### src/tau_defines.vh
// Purpose: Constants for the sixteen-channel timing array unit.
// Assumes: Included by the design files by bare name.
// Notes: Definitions only.
`ifndef TAU_DEFINES_VH
`define TAU_DEFINES_VH
`define TAU_NCH 16
`define TAU_TW 16
`define TAU_TIMER_RST 16'h0000
`define TAU_RELOAD_RST 16'h0000
`define TAU_STAGGER_DIV 3'h7
`define TAU_CLK_PRE0 2'h0
`define TAU_CLK_PRE1 2'h1
`define TAU_CLK_AUX 2'h2
`define TAU_CLK_EXT 2'h3
`define TAU_M_OFF 3'h0
`define TAU_M_CAP 3'h1
`define TAU_M_CMP0 3'h2
`define TAU_M_CMP1 3'h3
`define TAU_M_CMP2 3'h4
`define TAU_M_CMP3 3'h5
`define TAU_M_DBL 3'h6
`define TAU_E_RISE 2'h1
`define TAU_E_FALL 2'h2
`define TAU_E_BOTH 2'h3
`endif

### src/tau_unit.v
// Purpose: Sixteen-channel capture/compare timing array unit with two time bases.
// Assumes: All inputs synchronous to core_clk; configuration is plain ports.
// Notes on behaviour
// - Sixteen independent timing channels.
// - Resolution one clock, eight when staggered.
// - Two 16-bit timers with reload registers.
// - Timer clock: prescaled clock or auxiliary overflow.
// - Timers also count external count inputs.
// - Sixteen registers, own timer and function.
// - One pin per register, input or output.
// - Capture loads assigned timer on pin event.
// - Each capture raises its own request.
// - Capture edge rising, falling or both.
// - Compare registers match timer each count.
// - Mode zero: request only, repeated allowed.
// - Mode one: pin toggles each match.
// - Mode two: one request per period.
// - Mode three: set on match, clear overflow.
// - Paired registers each toggle their own pin on either match.
// - Single-event option stops a compare channel after one event; captures ignore it.
`timescale 1ns/1ps
`include "tau_defines.vh"
module tau_unit (
  // Clock, reset, enable
  input wire core_clk,
  input wire rst,
  input wire clk_en,
  // Time base control, two timers
  input wire [1:0] tmr_run,
  input wire stagger_en,
  input wire [3:0] tmr_clk_sel,
  input wire [7:0] tmr_prescale,
  input wire aux_gpt_timer_ovf,
  input wire [1:0] ext_count_in,
  input wire tmr_load_we,
  input wire tmr_load_sel,
  input wire [15:0] tmr_load_data,
  input wire reload_we,
  input wire reload_sel,
  input wire [15:0] reload_data,
  // Channel configuration
  input wire [47:0] ch_mode,
  input wire [31:0] ch_edge,
  input wire [15:0] ch_timer_sel,
  input wire [15:0] ch_single,
  input wire [15:0] ch_rearm,
  // Channel value write
  input wire val_we,
  input wire [3:0] val_idx,
  input wire [15:0] val_data,
  // Channel pins
  input wire [15:0] pin_in,
  output reg [15:0] pin_out,
  output reg [15:0] pin_oe,
  // Status
  output reg [15:0] ch_irq,
  output reg [31:0] timer_val,
  output wire [255:0] ch_val
);
  reg [15:0] tmr_r [0:1];
  reg [15:0] rld_r [0:1];
  reg [7:0] pre_cnt_r;
  reg [2:0] stg_cnt_r;
  reg [1:0] ext_d_r;
  reg [15:0] pin_d_r;
  reg [15:0] done_r;
  wire [15:0] cap_we;
  wire [255:0] cap_data;
  wire [15:0] pin_out_nxt;
  wire [15:0] pin_oe_nxt;
  wire [15:0] ch_irq_nxt;
  wire [15:0] done_nxt;
  wire [31:0] tmr_nxt;
  wire [31:0] rld_nxt;
  wire pre_tick;
  wire stg_tick;
  wire [1:0] step;
  wire [1:0] ovf;

  // Staggered operation only lets every eighth cycle act on the array.
  assign stg_tick = !stagger_en || (stg_cnt_r == `TAU_STAGGER_DIV);
  assign pre_tick = (pre_cnt_r == tmr_prescale);

  always @(posedge core_clk or posedge rst) begin
    if (rst) begin
      pre_cnt_r <= 8'h00;
      stg_cnt_r <= 3'h0;
      ext_d_r <= 2'h0;
      pin_d_r <= 16'h0000;
    end else if (clk_en) begin
      pre_cnt_r <= pre_tick ? 8'h00 : pre_cnt_r + 8'h01;
      stg_cnt_r <= stg_cnt_r + 3'h1;
      // Edges are judged between acting slots, so a change between two staggered slots
      // is still seen at the next slot instead of being lost.
      if (stg_tick) begin
        ext_d_r <= ext_count_in;
        pin_d_r <= pin_in;
      end
    end
  end

  genvar t;
  generate
    for (t = 0; t < 2; t = t + 1) begin : tb
      reg src;
      always @* begin
        case (tmr_clk_sel[t*2 +: 2])
          `TAU_CLK_PRE0: src = 1'b1;
          `TAU_CLK_PRE1: src = pre_tick;
          `TAU_CLK_AUX: src = aux_gpt_timer_ovf;
          `TAU_CLK_EXT: src = ext_count_in[t] && !ext_d_r[t];
          default: src = 1'b0;
        endcase
      end
      assign step[t] = tmr_run[t] && src && stg_tick;
      assign ovf[t] = step[t] && (tmr_r[t] == 16'hFFFF);
      reg [15:0] tn;
      reg [15:0] rn;
      always @* begin
        rn = rld_r[t];
        if (reload_we && reload_sel == t) begin
          rn = reload_data;
        end
        tn = tmr_r[t];
        if (tmr_load_we && tmr_load_sel == t) begin
          tn = tmr_load_data;
        end else if (ovf[t]) begin
          tn = rld_r[t];
        end else if (step[t]) begin
          tn = tmr_r[t] + 16'h0001;
        end
      end
      assign tmr_nxt[t*16 +: 16] = tn;
      assign rld_nxt[t*16 +: 16] = rn;
    end
  endgenerate

  // One process owns each register, so no bit ever has two drivers.
  always @(posedge core_clk or posedge rst) begin
    if (rst) begin
      tmr_r[0] <= `TAU_TIMER_RST;
      tmr_r[1] <= `TAU_TIMER_RST;
      rld_r[0] <= `TAU_RELOAD_RST;
      rld_r[1] <= `TAU_RELOAD_RST;
      timer_val <= {`TAU_TIMER_RST, `TAU_TIMER_RST};
    end else if (clk_en) begin
      tmr_r[0] <= tmr_nxt[15:0];
      tmr_r[1] <= tmr_nxt[31:16];
      rld_r[0] <= rld_nxt[15:0];
      rld_r[1] <= rld_nxt[31:16];
      timer_val <= {tmr_r[1], tmr_r[0]};
    end
  end

  tau_value_store u_store (
    .core_clk(core_clk),
    .rst(rst),
    .clk_en(clk_en),
    .sw_we(val_we),
    .sw_idx(val_idx),
    .sw_data(val_data),
    .cap_we(cap_we),
    .cap_data(cap_data),
    .rd_data(ch_val)
  );

  genvar c;
  generate
    for (c = 0; c < `TAU_NCH; c = c + 1) begin : ch
      wire [2:0] md = ch_mode[c*3 +: 3];
      wire ts = ch_timer_sel[c];
      wire [15:0] tv = ts ? tmr_r[1] : tmr_r[0];
      wire st = ts ? step[1] : step[0];
      wire ov = ts ? ovf[1] : ovf[0];
      wire rise = pin_in[c] && !pin_d_r[c];
      wire fall = !pin_in[c] && pin_d_r[c];
      wire [1:0] eg = ch_edge[c*2 +: 2];
      wire hit = ((eg == `TAU_E_RISE || eg == `TAU_E_BOTH) && rise) ||
                 ((eg == `TAU_E_FALL || eg == `TAU_E_BOTH) && fall);
      wire match = st && (ch_val[c*16 +: 16] == tv);
      // The partner of a paired channel is its neighbour in the same pair.
      wire [15:0] pv = ch_val[(c ^ 1)*16 +: 16];
      wire pmatch = (ch_mode[(c ^ 1)*3 +: 3] == `TAU_M_DBL) && st && (pv == tv);
      wire blocked = done_r[c];
      reg po_n;
      reg irq_n;
      reg done_n;
      assign cap_we[c] = (md == `TAU_M_CAP) && hit && stg_tick;
      assign cap_data[c*16 +: 16] = tv;
      assign pin_oe_nxt[c] = (md != `TAU_M_OFF) && (md != `TAU_M_CAP) &&
                             (md != `TAU_M_CMP0) && (md != `TAU_M_CMP2);
      always @* begin
        po_n = pin_out[c];
        irq_n = 1'b0;
        done_n = done_r[c];
        if (ch_rearm[c]) begin
          done_n = 1'b0;
        end
        // Periodic modes free the once-per-period lock on overflow; single-event never.
        if (ov && !ch_single[c] && (md == `TAU_M_CMP2 || md == `TAU_M_CMP3)) begin
          done_n = 1'b0;
        end
        // A match in the same cycle as a rearm still sees the old lock, so a locked channel loses that event.
        case (md)
          `TAU_M_CAP: begin
            if (cap_we[c]) begin
              irq_n = 1'b1;
            end
          end
          `TAU_M_CMP0: begin
            if (match && !blocked) begin
              irq_n = 1'b1;
              done_n = ch_single[c];
            end
          end
          `TAU_M_CMP1: begin
            if (match && !blocked) begin
              po_n = !pin_out[c];
              irq_n = 1'b1;
              done_n = ch_single[c];
            end
          end
          `TAU_M_CMP2: begin
            if (match && !blocked) begin
              irq_n = 1'b1;
              done_n = 1'b1;
            end
          end
          `TAU_M_CMP3: begin
            if (ov) begin
              po_n = 1'b0;
            end else if (match && !blocked) begin
              po_n = 1'b1;
              irq_n = 1'b1;
              done_n = 1'b1;
            end
          end
          `TAU_M_DBL: begin
            if ((match || pmatch) && !blocked) begin
              po_n = !pin_out[c];
              irq_n = match;
              done_n = ch_single[c];
            end
          end
          default: begin
            po_n = pin_out[c];
          end
        endcase
      end
      assign pin_out_nxt[c] = po_n;
      assign ch_irq_nxt[c] = irq_n;
      assign done_nxt[c] = done_n;
    end
  endgenerate

  // All channel pin and request outputs leave from one set of flip-flops; ch_val comes from the value store.
  always @(posedge core_clk or posedge rst) begin
    if (rst) begin
      pin_out <= 16'h0000;
      pin_oe <= 16'h0000;
      ch_irq <= 16'h0000;
      done_r <= 16'h0000;
    end else if (clk_en) begin
      pin_out <= pin_out_nxt;
      pin_oe <= pin_oe_nxt;
      ch_irq <= ch_irq_nxt;
      done_r <= done_nxt;
    end
  end
endmodule

### src/tau_value_store.v
// Purpose: Holds the sixteen capture/compare values with registered read data.
// Assumes: Synchronous write ports per entry, one clock.
// Notes: Capture loads take priority over software writes to the same entry.
`timescale 1ns/1ps
`include "tau_defines.vh"
module tau_value_store (
  // Clock and reset
  input wire core_clk,
  input wire rst,
  input wire clk_en,
  // Software write
  input wire sw_we,
  input wire [3:0] sw_idx,
  input wire [15:0] sw_data,
  // Capture load per entry
  input wire [15:0] cap_we,
  input wire [255:0] cap_data,
  // Read data
  output reg [255:0] rd_data
);
  wire [255:0] rd_nxt;
  genvar g;
  generate
    for (g = 0; g < `TAU_NCH; g = g + 1) begin : ent
      assign rd_nxt[g*16 +: 16] = cap_we[g] ? cap_data[g*16 +: 16] :
                                  (sw_we && sw_idx == g) ? sw_data : rd_data[g*16 +: 16];
    end
  endgenerate
  always @(posedge core_clk or posedge rst) begin
    if (rst) begin
      rd_data <= 256'h0;
    end else if (clk_en) begin
      rd_data <= rd_nxt;
    end
  end
endmodule

### config.mk
export PLATFORM = sky130hd
export DESIGN_NAME = tau_unit
export DESIGN_NICKNAME = d
export VERILOG_FILES = /design/src/tau_unit.v /design/src/tau_value_store.v
export VERILOG_INCLUDE_DIRS = /design/src /design/src/src
export SDC_FILE = /design/constraint.sdc
export NUM_CORES = 2
export LEC_CHECK = 0
export ABC_CLOCK_PERIOD_IN_PS = 18400
export BUFFER_PORTS_ARGS = -buffer_cell sky130_fd_sc_hd__buf_2
export CORE_MARGIN = 8
export CORE_UTILIZATION = 35
export CTS_CLUSTER_SIZE = 16
export DETAILED_ROUTE_END_ITERATION = 10
export PLACE_DENSITY = 0.55
export SYNTH_ARGS = -nofsm -noshare
export SYNTH_HDL_FRONTEND = slang
export SYNTH_SLANG_ARGS = --single-unit
### constraint.sdc
create_clock -name core_clk -period 18.4 [get_ports core_clk]
set_input_delay 1.84 -clock core_clk [delete_from_list [all_inputs] [get_ports core_clk]]
set_output_delay 1.84 -clock core_clk [all_outputs]
set_load 0.05 [all_outputs]
==> flow_summary.toml <==
[run_status]
status = "completed"

[grt]
grt_pass1_vias = 30900
antenna_found_initial = 24
grt_pass1_wl_mm = 232
grt_max_degree = 114
grtUsageTotal = 0.306
gr-total-overflow = 0

[timing]
period_needed_ns = 5.20
drv_slew = 0
post-route-period-util = 0.283
tightestPinTransition_ns = 1.32
fin_setup_tns_ns = 0
finalClockSkew_ns = 0.0270
fmax_ghz = 0.192
rsz0062_at_grt = "false"
worst_hold_slack_ns = 0.488
setup_violations = 0
hold_viol = 0
slew_headroom = 0.115

[route]
drt-vias-per-instance = 5.78
drt_iter0_drc = 3482
wl_per_cell_um = 29.4
wirelength_mm = 164
ant_nets = 0
drtPass1Iterations = 8
drcViolationCount = 0
via_count = 32200

[finish]
layout-drive-gt1-share = 0.209
design_area_mm2 = 0.0384
nets = 4500
synthToLayoutAreaGrowth_pct = 18.5
ff_latch_area_mm2 = 0.0111
final_cell_mix = "nand2_1, o21ai_0, buf_2, xnor2_1, dfrtp_1"
multi_input_area_mm2 = 0.0201
final_common_cell = "nand2_1"
fillerInstances = 9451

[floorplan]
dieArea_mm2 = 0.103
io_pins = 558
start_util = 0.353
die_x_um = 320
core_area_mm2 = 0.0918
die_y_um = 320
fp-row-count = 111

[clocking]
cts_tree = "yes"
clock-sinks = 445
cts_setup_buffers = 0
clock_latency_ns = 0.67
hold_buffers = 0
cts.path.max_buffers = 3
ctsResizeCount = 0
clk_transition_reported_paths_ns = 0.06
htreeDepth = 2
cts_made_buffers = 57
root_buffer = "clkbuf_16"

[logic_synthesis]
synthesis.area_mm2 = 0.0324
postSynthAreaPerCell_um2 = 8.39
synth_edf_count = 0
postSynthNetCount = 4096
synth_cell_type_count = 85
synth_cells = 3869
synth_seq_cells = 445
asyncSetResetFlopFracSynth = 1.00
dominantRegCellSynth = "dfrtp_1"
synth_warnings = 0
yosysSeqAreaShare = 0.343

[critical_path]
crit_top_cell = "buf_4"
critical_path.top_delay_family = "compound AO/OA/AOI/OAI gates"
path_class = "primary input to flop"
worstPathMaxFanout = 20
cpPeakStageDelay_ns = 0.90
cp_num_buf_inv = 3
start_kind = "primary input"
endpoint_kind = "flop"
cpMaxStageDelayCell = "nand3_1"
cp.arrival_ns = 5.74
worstPathRequired_ns = 18.94
path_cells = "buf_2 -> nor2b_2 -> buf_4 -> a311oi_1 -> nand3_1 -> buf_4 -> mux2i_1 -> o211ai_1 -> a21oi_1 -> mux2_2"

[place]
gp_congestion = 0.975
placed_area_mm2 = 0.0363
port-buffer-count = 557
dp_hpwl_mm = 118

[power]
p_leak_nw = 16.2
worst_ir_drop_vdd_v = 0.0000882
power.density_mw_per_mm2 = 166

[min_path]
hold_class = "flop to flop"

[flow_run]
max_cap_violations = 0
[state kept, by name, summed over array words and instances, names as in the netlist]
register / cells
tmr_r: 32
stg_cnt_r: 3
pin_d_r: 16
done_r: 16
rld_r: 32
pin_oe: 16
pin_out: 16
u_store.rd_data: 256
timer_val: 32
pre_cnt_r: 8
ext_d_r: 2
ch_irq: 16
[synthesized netlist by cell type, types with 11 or more instances]
cell type	count	area share
nand2b_1	23	0.0044
nand3b_1	21	0.0049
mux2_2	108	0.037
xor2_1	71	0.019
nand3_1	56	0.0086
buf_2	29	0.0045
nand2_1	657	0.076
o21ai_0	603	0.093
nor2_1	128	0.015
nor2b_1	24	0.0046
o31ai_1	15	0.0035
clkbuf_1	231	0.027
mux2i_1	270	0.083
a211oi_1	23	0.0053
o211ai_1	23	0.0053
nor3_1	53	0.0082
maj3_1	11	0.0034
dfrtp_1	445	0.34
o22a_1	13	0.0035
a21oi_1	91	0.014
buf_1	22	0.0025
a21o_1	12	0.0028
inv_1	54	0.0062
a31oi_1	33	0.0064
nand4_1	61	0.012
nor4_1	117	0.023
and3_1	15	0.0029
xnor2_1	472	0.13
[worst paths after layout]
kind	start	end	slack, ns	cells after the start
worst max-delay path	stagger_en	pin_out[13]	13.20	10
worst min-delay path	pin_oe[14]	pin_oe[14]	0.49	1
worst max register to register	tmr_r[0]	pin_out[13]	13.24	11
worst min register to register	pin_oe[14]	pin_oe[14]	0.49	1
max in group asynchronous	rst	timer_val[28]	14.77	4
min in group asynchronous	rst	u_store.rd_data[137]	1.26	2
[layout make-up]
type,count,area share
clock buffers,67,0.0402
clock inverters,39,0.0139
diodes,15,0.000976
flip-flops and latches,445,0.290
multi-input cells,3081,0.521
repair buffers,633,0.0878
well taps,1243,0.0404
inverters,55,0.00556
[through the flow]
| stage | instances | power, mW | util | worst slack [ns] |
|---|---|---|---|---|
| after floorplan | 3869 | 3.92 | - | 4.16 |
| after global placement | 5457 | 5.06 | 0.396 | 12.80 |
| after detailed placement | 5457 | 5.07 | 0.396 | 12.63 |
| after CTS | 5563 | 6.36 | 0.418 | 13.33 |
| after global routing | 5566 | 6.64 | 0.419 | 13.18 |
| final | 5578 | 6.38 | 0.419 | 13.20 |
[power breakdown]
group          leakage, nW  switching, mW  internal, mW
registers             5.55          0.494          1.27
logic                 9.63           2.32          1.03
clock network         1.00          0.511         0.757
total                 16.2           3.33          3.05
[per-layer routing]
metal / wire length, um / track usage / vias to the layer above
li1: - / - / 14400
met1: 65700 / 0.388 / 15700
met2: 72200 / 0.475 / 1656
met3: 17400 / 0.0938 / 395
met4: 8610 / 0.141 / 12
met5: 80 / 0 / -
[kinds of logic (layout without fill, tap and decap cells)]
| kind of cell | after synthesis | in the layout | synth area share |
|---|---|---|---|
| other cells | 0 | 15 | 0 |
| compound gates | 919 | 919 | 0.162 |
| flops | 445 | 445 | 0.343 |
| xor+xnor | 543 | 543 | 0.147 |
| mux | 390 | 390 | 0.127 |
| buf+inv | 343 | 794 | 0.0422 |
| simple gates | 1213 | 1213 | 0.174 |
| fa+ha+maj | 16 | 16 | 0.00532 |
No activity file was read; power rests on OpenSTA's default activity.
